**src/shared/psc_pkg.sv**
```systemverilog
package psc_pkg;
  // io rail default target in millivolts
  localparam logic [11:0] PSC_IO_MV_LOW   = 12'h708;
  localparam logic [11:0] PSC_IO_MV_HIGH  = 12'hCE4;
  // timing
  localparam int          PSC_CLK_MHZ     = 125;
  localparam int          PSC_HOLD_SHORT_MS = 100;
  localparam int          PSC_HOLD_LONG_MS  = 1000;
  localparam int          PSC_HOLD_SHORT_CYC = PSC_HOLD_SHORT_MS * PSC_CLK_MHZ * 1000;
  localparam int          PSC_HOLD_LONG_CYC  = PSC_HOLD_LONG_MS * PSC_CLK_MHZ * 1000;
  localparam int          PSC_CPU_PULSE_US   = 100;
  localparam int          PSC_CPU_PULSE_CYC  = PSC_CPU_PULSE_US * PSC_CLK_MHZ;
  localparam int          PSC_DEB_CYC        = 16;
  // core converter configuration field layout
  localparam int          PSC_CORE_V_W    = 4;

  typedef struct packed {
    logic sleep_request_pin;
    logic sleep_enable_bit;
    logic core_off_in_sleep;
    logic [PSC_CORE_V_W-1:0] core_lp_volt;
    logic [PSC_CORE_V_W-1:0] core_volt;
  } psc_sleep_cfg_t;

  typedef struct packed {
    logic       core_en;
    logic       main_en;
    logic       ldo_low_power;
    logic [PSC_CORE_V_W-1:0] core_target;
    logic [11:0] io_rail_mv;
  } psc_rail_t;
endpackage : psc_pkg
```
**src/rtl/psc_debounce.sv**
```systemverilog
`timescale 1ns/1ps
`default_nettype none
module psc_debounce
  import psc_pkg::*;
#(
  parameter int DEB_CYC = PSC_DEB_CYC
) (
  input  wire logic core_clk,
  input  wire logic nrst,
  input  wire logic clk_en,
  input  wire logic raw,
  input  wire logic rst_level,
  output logic      level,
  output logic      rise,
  output logic      fall
);
  localparam int CW = $clog2(DEB_CYC + 1);
  initial begin
    if (DEB_CYC < 1) $error("debounce count must be at least 1");
  end

  typedef struct packed {
    logic [2:0]    sync;
    logic [CW-1:0] cnt;
    logic          level;
    logic          rise;
    logic          fall;
  } psc_deb_t;

  psc_deb_t st;
  psc_deb_t next_st;

  always_comb begin
    next_st      = st;
    next_st.sync = {st.sync[1:0], raw};
    next_st.rise = 1'b0;
    next_st.fall = 1'b0;
    if (st.sync[2] != st.sync[1] || st.sync[2] == st.level) begin
      next_st.cnt = '0;
    end else if (st.cnt == CW'(DEB_CYC - 1)) begin
      next_st.cnt   = '0;
      next_st.level = st.sync[2];
      next_st.rise  = st.sync[2];
      next_st.fall  = ~st.sync[2];
    end else begin
      next_st.cnt = st.cnt + CW'(1);
    end
  end

  always_ff @(posedge core_clk) begin
    if (!nrst) begin
      st <= '0;
    end else if (clk_en) begin
      st <= next_st;
    end
  end

  // reset level is a constant per instance, applied combinationally until first accept
  logic seen;
  always_ff @(posedge core_clk) begin
    if (!nrst) begin
      seen <= 1'b0;
    end else if (clk_en && (next_st.rise || next_st.fall)) begin
      seen <= 1'b1;
    end
  end

  assign level = seen ? st.level : rst_level;
  assign rise  = st.rise && (rst_level == 1'b0 || seen);
  assign fall  = st.fall && seen;

  a_deb_stable: assert property (@(posedge core_clk) disable iff (!nrst)
    $rose(st.level) |-> $past(st.sync[2]))
    else $error("debounced level rose without stable input");
endmodule : psc_debounce
`default_nettype wire

```
**src/rtl/psc_power_ctrl.sv**
```systemverilog
// Overview of operation
// - default io rail 1.8 or 3.3 V
// - ignore sleep pin without enable bit
// - enter sleep on gated rising edge
// - sleep lowers core or turns it off
// - leave sleep on pin, bit, buttons
// - button exit restores prior core voltage
// - debounce button, interrupt each press
// - warm reset acts like button except core restore, resets cpu
// - warm reset keeps configuration intact
// - debounce warm reset input
// - cover removal interrupts, holds fail low
// - cover removal shuts converters, ldos low
// - debounce cover, high means present
// - system reset follows io power good
// - hold delay 100 ms or 1 s
// - cpu reset pulse, forces sleep exit
// - cpu reset low with system reset
// - sequence pin picks ramp order
// - fail low on uvlo, heat, cover
`timescale 1ns/1ps
`default_nettype none
module psc_power_ctrl
  import psc_pkg::*;
#(
  parameter int HOLD_SHORT_CYC = PSC_HOLD_SHORT_CYC,
  parameter int HOLD_LONG_CYC  = PSC_HOLD_LONG_CYC,
  parameter int CPU_PULSE_CYC  = PSC_CPU_PULSE_CYC,
  parameter int DEB_CYC        = PSC_DEB_CYC,
  parameter int RAMP_CYC       = 64
) (
  input  wire logic           core_clk,
  input  wire logic           nrst,
  input  wire logic           clk_en,
  input  wire logic           main_default_select,
  input  wire psc_sleep_cfg_t sleep_cfg,
  input  wire logic           push_button_wake,
  input  wire logic           warm_reset_input,
  input  wire logic           cover_present,
  input  wire logic           reset_delay_select,
  input  wire logic           sequence_order_pin,
  input  wire logic           io_rail_good,
  input  wire logic           core_rail_good,
  input  wire logic           supply_undervolt,
  input  wire logic           over_temp,
  input  wire logic           button_irq_mask,
  input  wire logic           cover_irq_mask,
  output psc_rail_t           rail,
  output logic                sleep_active,
  output logic                button_irq,
  output logic                cover_irq,
  output logic                system_reset_out,
  output logic                processor_reset_out,
  output logic                supply_fail_out
);
  localparam int PW = $clog2(CPU_PULSE_CYC + 1);
  localparam int RW = $clog2(RAMP_CYC + 1);
  initial begin
    if (CPU_PULSE_CYC < 1 || RAMP_CYC < 1) $error("pulse and ramp counts must be positive");
  end

  //--------------------------------------------------------------
  // pin synchronisers and debouncers
  //--------------------------------------------------------------
  logic [2:0] sleep_sync;
  logic       sleep_pin;
  logic       pb_rise;
  logic       wr_fall;
  logic       wr_level;
  logic       cov_level;
  logic       cov_fall;
  logic       sys_released;

  psc_debounce #(.DEB_CYC(DEB_CYC)) u_pb (
    .core_clk (core_clk),
    .nrst     (nrst),
    .clk_en   (clk_en),
    .raw      (push_button_wake),
    .rst_level(1'b0),
    .level    (),
    .rise     (pb_rise),
    .fall     ()
  );

  psc_debounce #(.DEB_CYC(DEB_CYC)) u_wr (
    .core_clk (core_clk),
    .nrst     (nrst),
    .clk_en   (clk_en),
    .raw      (warm_reset_input),
    .rst_level(1'b1),
    .level    (wr_level),
    .rise     (),
    .fall     (wr_fall)
  );

  psc_debounce #(.DEB_CYC(DEB_CYC)) u_cov (
    .core_clk (core_clk),
    .nrst     (nrst),
    .clk_en   (clk_en),
    .raw      (cover_present),
    .rst_level(1'b0),
    .level    (cov_level),
    .rise     (),
    .fall     (cov_fall)
  );

  psc_reset_timer #(.SHORT_CYC(HOLD_SHORT_CYC), .LONG_CYC(HOLD_LONG_CYC)) u_rt (
    .core_clk(core_clk),
    .nrst    (nrst),
    .clk_en  (clk_en),
    .io_good (io_rail_good && rail.main_en),
    .long_sel(reset_delay_select),
    .released(sys_released)
  );

  //--------------------------------------------------------------
  // power state
  //--------------------------------------------------------------
  typedef enum logic [2:0] {
    PS_OFF,
    PS_RAMP_FIRST,
    PS_RAMP_SECOND,
    PS_ON,
    PS_DOWN_FIRST,
    PS_DOWN_SECOND
  } psc_state_t;

  typedef struct packed {
    psc_state_t              state;
    logic [RW-1:0]           ramp;
    logic                    sleep;
    logic                    gate_prev;
    logic                    pin_hold;
    logic [PSC_CORE_V_W-1:0] saved_core;
    logic                    restore;
    logic [PW-1:0]           pulse;
    logic                    cpu_pulse;
    logic                    pb_irq;
    logic                    cv_irq;
    logic                    io_sel;
    logic                    io_sel_ok;
    logic                    main_en;
    logic                    core_en;
  } psc_ctrl_t;

  psc_ctrl_t st;
  psc_ctrl_t next_st;
  logic      gated;
  logic      sleep_exit;
  logic      fault;

  // pin change counts once second and third stages agree
  assign sleep_pin = (sleep_sync[2] == sleep_sync[1]) ? sleep_sync[2] : st.pin_hold;

  always_comb begin
    gated = sleep_pin & sleep_cfg.sleep_enable_bit;
    fault = supply_undervolt | over_temp | ~cov_level;
    sleep_exit = ~gated | pb_rise | wr_fall | st.cpu_pulse;
    next_st = st;
    next_st.gate_prev = gated;
    next_st.pin_hold  = sleep_pin;
    if (!st.io_sel_ok) begin
      next_st.io_sel    = main_default_select;
      next_st.io_sel_ok = 1'b1;
    end
    if (pb_rise || wr_fall) begin
      next_st.pb_irq = 1'b1;
    end else if (button_irq_mask) begin
      next_st.pb_irq = 1'b0;
    end
    if (cov_fall) begin
      next_st.cv_irq = 1'b1;
    end else if (cover_irq_mask) begin
      next_st.cv_irq = 1'b0;
    end
    // cpu reset pulse when core in regulation
    if (wr_fall && core_rail_good) begin
      next_st.cpu_pulse = 1'b1;
      next_st.pulse     = PW'(CPU_PULSE_CYC - 1);
    end else if (st.cpu_pulse) begin
      if (st.pulse == '0) begin
        next_st.cpu_pulse = 1'b0;
      end else begin
        next_st.pulse = st.pulse - PW'(1);
      end
    end
    // enter on fresh gated edge only
    if (!st.sleep) begin
      if (gated && !st.gate_prev && st.state == PS_ON && !sleep_exit) begin
        next_st.sleep      = 1'b1;
        next_st.saved_core = sleep_cfg.core_volt;
        next_st.restore    = 1'b0;
      end
    end else if (sleep_exit) begin
      next_st.sleep = 1'b0;
      next_st.restore = pb_rise;
    end
    if (gated && !st.gate_prev && !st.sleep) begin
      next_st.restore = 1'b0;
    end
    case (st.state)
      PS_OFF: begin
        next_st.ramp = '0;
        if (!fault) begin
          next_st.state = PS_RAMP_FIRST;
          if (sequence_order_pin) begin
            next_st.main_en = 1'b1;
          end else begin
            next_st.core_en = 1'b1;
          end
        end
      end
      PS_RAMP_FIRST, PS_DOWN_FIRST: begin
        if (st.ramp == RW'(RAMP_CYC - 1)) begin
          next_st.ramp  = '0;
          next_st.state = (st.state == PS_RAMP_FIRST) ? PS_RAMP_SECOND : PS_DOWN_SECOND;
          if (st.state == PS_RAMP_FIRST) begin
            next_st.main_en = 1'b1;
            next_st.core_en = 1'b1;
          end else begin
            next_st.main_en = 1'b0;
            next_st.core_en = 1'b0;
          end
        end else begin
          next_st.ramp = st.ramp + RW'(1);
        end
      end
      PS_RAMP_SECOND: begin
        next_st.state = PS_ON;
      end
      PS_ON: begin
        if (fault) begin
          next_st.state = PS_DOWN_FIRST;
          next_st.sleep = 1'b0;
          next_st.ramp  = '0;
          // the one that came up first goes down last
          if (sequence_order_pin) begin
            next_st.core_en = 1'b0;
          end else begin
            next_st.main_en = 1'b0;
          end
        end
      end
      PS_DOWN_SECOND: begin
        next_st.state = PS_OFF;
      end
      default: begin
        next_st.state = PS_OFF;
      end
    endcase
  end

  always_ff @(posedge core_clk) begin
    if (!nrst) begin
      st         <= '0;
      st.state   <= PS_OFF;
      sleep_sync <= 3'h0;
    end else if (clk_en) begin
      st         <= next_st;
      sleep_sync <= {sleep_sync[1:0], sleep_cfg.sleep_request_pin};
    end
  end

  //--------------------------------------------------------------
  // outputs
  //--------------------------------------------------------------
  always_comb begin
    rail.io_rail_mv    = st.io_sel ? PSC_IO_MV_HIGH : PSC_IO_MV_LOW;
    rail.main_en       = st.main_en;
    // core off or low voltage in sleep
    rail.core_en       = st.core_en & ~(st.sleep & sleep_cfg.core_off_in_sleep);
    rail.core_target   = st.sleep ? sleep_cfg.core_lp_volt :
                         (st.restore ? st.saved_core : sleep_cfg.core_volt);
    rail.ldo_low_power = st.sleep | ~cov_level;
  end

  assign sleep_active        = st.sleep;
  assign button_irq          = st.pb_irq & sys_released;
  assign cover_irq           = st.cv_irq & sys_released;
  assign system_reset_out    = sys_released;
  assign processor_reset_out = sys_released & ~st.cpu_pulse;
  assign supply_fail_out     = sys_released & ~fault;

  a_sleep_gate: assert property (@(posedge core_clk) disable iff (!nrst)
    !sleep_cfg.sleep_enable_bit && clk_en |=> !st.sleep)
    else $error("sleep entered without enable bit");
  a_sleep_edge: assert property (@(posedge core_clk) disable iff (!nrst)
    $rose(st.sleep) |-> $past(gated) && !$past(st.gate_prev))
    else $error("sleep entered without gated rising edge");
  a_core_lp: assert property (@(posedge core_clk) disable iff (!nrst)
    st.sleep && sleep_cfg.core_off_in_sleep |-> !rail.core_en)
    else $error("core rail on in sleep with core off set");
  a_sleep_exit: assert property (@(posedge core_clk) disable iff (!nrst)
    st.sleep && clk_en && pb_rise |=> !st.sleep)
    else $error("sleep not left on button");
  a_restore_core: assert property (@(posedge core_clk) disable iff (!nrst)
    st.sleep && pb_rise && clk_en |=> rail.core_target == $past(st.saved_core))
    else $error("core voltage not restored after button exit");
  a_cpu_pulse: assert property (@(posedge core_clk) disable iff (!nrst)
    clk_en && wr_fall && core_rail_good ##1 clk_en |-> !processor_reset_out)
    else $error("cpu reset not asserted on warm reset");
  a_cpu_follow: assert property (@(posedge core_clk) disable iff (!nrst)
    !system_reset_out |-> !processor_reset_out)
    else $error("cpu reset released while system reset low");
  a_fail_cover: assert property (@(posedge core_clk) disable iff (!nrst)
    !cov_level |-> !supply_fail_out && rail.ldo_low_power)
    else $error("supply fail high with cover removed");
  a_cover_down: assert property (@(posedge core_clk) disable iff (!nrst)
    st.state == PS_ON && !cov_level && clk_en |=> st.state == PS_DOWN_FIRST)
    else $error("converters not shut down on cover removal");
endmodule : psc_power_ctrl
`default_nettype wire

```
**src/rtl/psc_reset_timer.sv**
```systemverilog
`timescale 1ns/1ps
`default_nettype none
module psc_reset_timer
  import psc_pkg::*;
#(
  parameter int SHORT_CYC = PSC_HOLD_SHORT_CYC,
  parameter int LONG_CYC  = PSC_HOLD_LONG_CYC
) (
  input  wire logic core_clk,
  input  wire logic nrst,
  input  wire logic clk_en,
  input  wire logic io_good,
  input  wire logic long_sel,
  output logic      released
);
  initial begin
    if (SHORT_CYC < 1 || LONG_CYC < 1) $error("hold counts must be positive");
  end

  typedef struct packed {
    logic [31:0] cnt;
    logic        released;
  } psc_rt_t;

  psc_rt_t st;
  psc_rt_t next_st;

  always_comb begin
    next_st = st;
    // low while io rail not good
    if (!io_good) begin
      next_st.cnt      = '0;
      next_st.released = 1'b0;
    end else if (!st.released) begin
      if (st.cnt >= 32'(long_sel ? LONG_CYC - 1 : SHORT_CYC - 1)) begin
        next_st.released = 1'b1;
      end else begin
        next_st.cnt = st.cnt + 32'h1;
      end
    end
  end

  always_ff @(posedge core_clk) begin
    if (!nrst) begin
      st <= '0;
    end else if (clk_en) begin
      st <= next_st;
    end
  end

  assign released = st.released;

  a_rt_good_low: assert property (@(posedge core_clk) disable iff (!nrst)
    clk_en && !io_good |=> !released)
    else $error("system reset released while io rail not good");
endmodule : psc_reset_timer
`default_nettype wire

```
**config.mk**
```make
export PLATFORM = sky130hd
export DESIGN_NAME = psc_power_ctrl
export DESIGN_NICKNAME = d
export VERILOG_FILES = /design/src/shared/psc_pkg.sv /design/src/rtl/psc_debounce.sv /design/src/rtl/psc_power_ctrl.sv /design/src/rtl/psc_reset_timer.sv
export SDC_FILE = /design/constraint.sdc
export NUM_CORES = 1
export LEC_CHECK = 0
export BUFFER_PORTS_ARGS = -buffer_cell sky130_fd_sc_hd__buf_2
export CAP_MARGIN = 20
export CORE_ASPECT_RATIO = 1.5
export CORE_MARGIN = 3
export CORE_UTILIZATION = 48
export CTS_CLUSTER_DIAMETER = 100
export CTS_CLUSTER_SIZE = 28
export DETAILED_ROUTE_END_ITERATION = 7
export PLACE_DENSITY = 0.69
export SLEW_MARGIN = 20
export SYNTH_ARGS = -nofsm -noshare
export SYNTH_HDL_FRONTEND = slang
export SYNTH_HIERARCHICAL = 1
export SYNTH_SLANG_ARGS = --single-unit
```
**constraint.sdc**
```tcl
create_clock -name core_clk -period 7.18 [get_ports core_clk]
set_input_delay 1.436 -clock core_clk [delete_from_list [all_inputs] [get_ports core_clk]]
set_output_delay 1.436 -clock core_clk [all_outputs]
set_load 0.1 [all_outputs]
```
==> results of run 1 <==
## sequential cells by signal (all words and copies together) (netlist names)
signal         count
u_pb/next_st       2
u_cov/next_st      2
u_pb/seen          1
u_cov/st           8
rail               1
u_wr/seen          1
u_cov/seen         1
u_rt/st           32
u_pb/st            8
u_wr/st            8
u_rt/released      1
sleep_sync         3
st                37
u_wr/next_st       2
sleep_active       1
## power groups by stage
| stage | clock (mW) | sequential [mW] | combinational [mW] |
|---|---|---|---|
| floorplan | 0 | 0.622 | 0.0965 |
| global placement | 0 | 0.622 | 0.116 |
| detailed placement | 0 | 0.622 | 0.118 |
| CTS | 0.512 | 0.608 | 0.118 |
| global route | 0.531 | 0.609 | 0.126 |
| finish | 0.498 | 0.608 | 0.118 |
## per-stage QoR
step | setup slack (ns) | area [µm²] | hold WS (ns)
global route | 2.96 | 6710 | 0.468
detailed placement | 2.95 | 6400 | 0.428
finish | 3.07 | 6710 | 0.434
global placement | 3.07 | 6400 | 0.422
CTS | 3.06 | 6710 | 0.439
floorplan | 2.12 | 6220 | 0.412
## area by class of cell
type	count	area [µm²]	share of cell area
clock buffer	9	225	0.0336
antenna	1	2.50	0.000373
timing repair buffer	50	260	0.0388
multi-input combinational	556	3690	0.551
inverter	24	90.1	0.0134
clock inverter	7	77.6	0.0116
tap	156	195	0.0291
sequential	108	2160	0.322
## layer usage
metal	global-route usage	vias to the layer above	share of wire
met1	0.236	2755	0.40
met5	0	-	0
met3	0.0361	29	0.043
met4	0.0930	0	0.029
met2	0.385	157	0.53
li1	-	2743	-
## path summary, 6_finish.rpt
kind / startpoint / end / slack (ns) / cells after the start
hold / removal: u_wr/st[7]$_SDFFE_PN0P_ / u_wr/st[7]$_SDFFE_PN0P_ / 0.43 / 2
setup / recovery: over_temp / supply_fail_out / 3.07 / 4
setup reg to reg: u_rt/st[1]$_SDFFE_PN0P_ / u_rt/st[11]$_SDFFE_PN0P_ / 4.19 / 7
hold reg to reg: u_wr/st[7]$_SDFFE_PN0P_ / u_wr/st[7]$_SDFFE_PN0P_ / 0.43 / 2
## worst max-delay path, delay by kind of cell
family                 cells  cell delay [ns]
and+or+nand+nor            2             0.70
buffers and inverters      2             0.53
==> run_results.csv, run 1 <==
group,metric,value,unit
status,status,"finished, final reports clean",
clock_tree,h-tree-depth,3,
finish,layout_commonest_cell,"dfxtp_1",
detailed_routing,drt-initial-drc-count,349,
floorplan,initial_utilization,0.494,
finish,n_fill_cell,1150,
finish,layout.nets,796,
power,power_density,183,mW/mm²
sta,maxSlewViolCount,0,
detailed_routing,wirelength,15.3,mm
finish,area_growth,8.02,%
grt,grt_max_degree,40,
clock_tree,cts-root-buf,"clkbuf_16",
power,pwr-share-comb,0.096,
sta,finalHoldViolCount,0,
clock_tree,cts_tree,"built",
clock_tree,cts_resized,0,
finish,mostFrequentLayoutCells,"dfxtp_1 (108), nand2_1 (80), buf_2 (46)",
setup_path,crit_chain,"buf_2 -> nor3b_1 -> and2_1 -> buf_2",
detailed_routing,ant_nets,0,
grt,antenna_found_initial,0,
flow_run,maxCapViolations,0,
grt,grt_pass1_wl,25.8,mm
setup_path,end_kind,"output pin",
sta,grt_setup_unrepaired,"false",
setup_path,critPathRequiredTime,5.74,ns
detailed_routing,wl_per_cell,16.8,µm
placement,io_buffers,46,
logic_synthesis,syn_area,0.00621,mm²
power,power.internal,876,µW
grt,grtUsageTotal,0.211,
clock_tree,clk-insertion-delay-late,0.35,ns
finish,fin_util,0.533,
setup_path,cp_common_cell,"buf_2",
detailed_routing,avgViaCountPerCell,6.24,
sta,timing_worst_slew_pin_value,0.947,ns
worst_hold_path,min_path_type,"reg -> reg",
power,p_total,1.22,mW
power,ir_worst_vdd,147,µV
setup_path,worst-path-max-fanout,4,
sta,finalClockSkew,0.0106,ns
detailed_routing,drt_first_pass_iters,5,
clock_tree,clock_path_buffers,2,
sta,finalSetupViolCount,0,
clock_tree,clock-sinks,108,
sta,max_clock_freq,0.243,GHz
floorplan,die_y,145,µm
sta,relSlewSlack,0.363,
floorplan,die_area,0.0144,mm²
placement,hpwl,11.0,mm
power,p_sw_frac,0.285,
grt,overflow,0,
clock_tree,cts_buffers,9,
finish,layoutNonFillerInstCount,911,
grt,grt_pass1_vias,5497,
clock_tree,cts_hold_buffers,0,
placement,dp.cells,894,
placement,gp_congestion,0.861,
floorplan,rows,50,
sta,tns,0,ns
setup_path,crit_arrival,2.68,ns
setup_path,cp_slowest_cell,"nor3b_1",
floorplan,die_x,98.9,µm
setup_path,critical_path.max_stage_delay,0.47,ns
logic_synthesis,syn_avg_cell_area,8.48,µm²
detailed_routing,vias,5684,
sta,min_period,4.11,ns
power,cellLeakagePower,2.64,nW
setup_path,start_kind,"primary input",
finish,drive_above_1_share,0.142,
power,seqPwrFrac,0.497,
sta,fin_crit_sh,0.573,
logic_synthesis,syn_inst,732,
detailed_routing,drc,0,
power,pwr-share-clk,0.407,
floorplan,ios,51,
setup_path,path_class,"in -> out",
clock_tree,clkTransAtPathRegs,0.07,ns
logic_synthesis,yosys_warnings,6,
power,power.switching,349,µW
clock_tree,post_cts_buffers,0,
floorplan,core,0.0126,mm²
(Power assumes the default switching activity.)
==> run 2: changes to the inputs <==
- ABC_AREA: unset -> 1
- clock period: 7.18 -> 3.8 ns (I/O delays scaled with it)
==> run_results.csv, run 2 <==
group,metric,value,unit
sta,fin_crit_sh,0.709,
grt,grt_use_met1,0.239,
placement,gp_congestion,0.934,
placement,io_buffers,46,
worst_hold_path,min_path_type,"reg -> reg",
grt,use_met2,0.388,
grt,overflow,0,
logic_synthesis,syn_avg_cell_area,6.44,µm²
sta,maxSlewViolCount,0,
setup_path,crit_arrival,1.94,ns
finish,fin_util,0.543,
floorplan,initial_utilization,0.499,
clock_tree,post_cts_buffers,0,
detailed_routing,ant_nets,0,
sta,grt_setup_unrepaired,"false",
worst_hold_path,hp-start,"st[35]$_SDFFE_PN0P_",
finish,fin_area,0.00745,mm²
detailed_routing,avgViaCountPerCell,5.04,
finish,layout.nets,1143,
setup_path,worst-path-max-fanout,6,
finish,largest_reg_flops,37,
power,cellLeakagePower,3.34,nW
finish,largest_registers,"st x37, u_rt/st x32",
setup_path,path_class,"reg -> out",
clock_tree,cts-root-buf,"clkbuf_16",
detailed_routing,wl_per_cell,12.6,µm
placement,hpwl,12.1,mm
setup_path,start_kind,"flop",
sta,max_clock_freq,0.371,GHz
grt,antenna_found_initial,0,
finish,drive_above_1_share,0.149,
setup_path,critPathRequiredTime,3.04,ns
clock_tree,cts_tree,"built",
floorplan,core,0.0137,mm²
detailed_routing,drt_first_pass_iters,7,
logic_synthesis,syn_area,0.00685,mm²
sta,finalHoldViolCount,0,
finish,layoutNonFillerInstCount,1290,
clock_tree,clk-insertion-delay-late,0.35,ns
sta,min_period,2.70,ns
finish,layout_commonest_cell,"nand2_1",
setup_path,reg2reg_depth,14,
grt,grtUsageTotal,0.205,
floorplan,ios,51,
logic_synthesis,syn_inst,1064,
sta,holdWs,0.445,ns
detailed_routing,drt-initial-drc-count,349,
finish,largest-register,"st",
floorplan,die_x,104,µm
worst_hold_path,worstHoldPathCells,2,
detailed_routing,drc,0,
grt,grt_max_degree,33,
placement,dp.cells,1274,
floorplan,die_y,152,µm
clock_tree,cts_hold_buffers,0,
setup_path,end_kind,"output pin",
finish,n_antenna_cell,0,
sta,finalSetupViolCount,0,
clock_tree,clock-sinks,108,
power,p_total,2.45,mW
sta,timing_worst_slew_pin_value,0.747,ns
clock_tree,clkTransAtPathRegs,0.08,ns
power,power_density,329,mW/mm²
power,ir_worst_vdd,215,µV
setup_path,timing.reg2reg.setup_slack,1.62,ns
clock_tree,cts_resized,0,
floorplan,die_area,0.0158,mm²
placement,postPlaceCellArea,0.00715,mm²
sta,finalClockSkew,0.00653,ns
floorplan,rows,52,
clock_tree,h-tree-depth,3,
grt,met3_usage,0.0225,
detailed_routing,wirelength,16.2,mm
setup_path,reg2reg_to,"u_rt/st[10]$_SDFFE_PN0P_",
logic_synthesis,yosys_warnings,6,
finish,area_growth,8.73,%
flow_run,maxCapViolations,0,
status,status,"finished, final reports clean",
sta,relSlewSlack,0.502,
detailed_routing,vias,6504,
grt,grt_pass1_wl,27.4,mm
setup_path,r2r-start,"u_rt/st[19]$_SDFFE_PN0P_",
finish,mostFrequentLayoutCells,"nand2_1 (278), nor2_1 (158), inv_1 (111)",
clock_tree,clock_path_buffers,2,
clock_tree,cts_buffers,9,
grt,grt_pass1_vias,6024,
worst_hold_path,hold_end,"st[35]$_SDFFE_PN0P_",
grt,busiest_layer,"met2",
run 2: cell type report:
| cell class | count | area [µm²] |
|---|---|---|
| multi-input cells | 798 | 4000 |
| clock inverters | 7 | 70.1 |
| flip-flops and latches | 108 | 2160 |
| clock buffers | 9 | 225 |
| well taps | 189 | 236 |
| repair buffers | 51 | 268 |
| inverters | 128 | 483 |
| fillers | 1419 | 6280 |
run 2: worst max-delay path by stage:
stage / start / cells after the start / slack, ns / to
after floorplan: sleep_active$_SDFFE_PN0P_ / 2 / -0.09 / rail[12]
after global placement: reset_delay_select / 14 / 1.06 / u_rt/st[5]$_SDFFE_PN0P_
after detailed placement: reset_delay_select / 14 / 0.99 / u_rt/st[10]$_SDFFE_PN0P_
after CTS: u_cov/st[2]$_SDFFE_PN0P_ / 5 / 1.10 / supply_fail_out
after global routing: u_cov/st[2]$_SDFFE_PN0P_ / 5 / 0.95 / supply_fail_out
final: u_cov/st[2]$_SDFFE_PN0P_ / 5 / 1.10 / supply_fail_out
run 2: metal layers:
layer | vias up | wire length (µm)
met5 | - | 0
met4 | 0 | 350
met3 | 30 | 573
met2 | 126 | 8280
met1 | 2903 | 6990
li1 | 3445 | -
run 2: worst max-delay path, cell delays in order, from the launching register on:
cell     delay [ns]
dfxtp_1        0.35
inv_1          0.07
o21ai_0        0.31
nand2_1        0.28
nor2_1         0.14
buf_2          0.44
run 2: report_power, final:
part / internal [mW] / total, mW / switching, mW
clock: 0.462 / 0.929 / 0.467
sequential: 1.16 / 1.19 / 0.0350
combinational: 0.0835 / 0.327 / 0.244
total: 1.70 / 2.45 / 0.746
run 2: per-stage QoR:
step / setup WS (ns) / TNS (ns)
final: 1.10 / 0
after global routing: 0.948 / 0
after CTS: 1.10 / 0
after detailed placement: 0.991 / 0
after global placement: 1.06 / 0
after floorplan: -0.0919 / -0.368
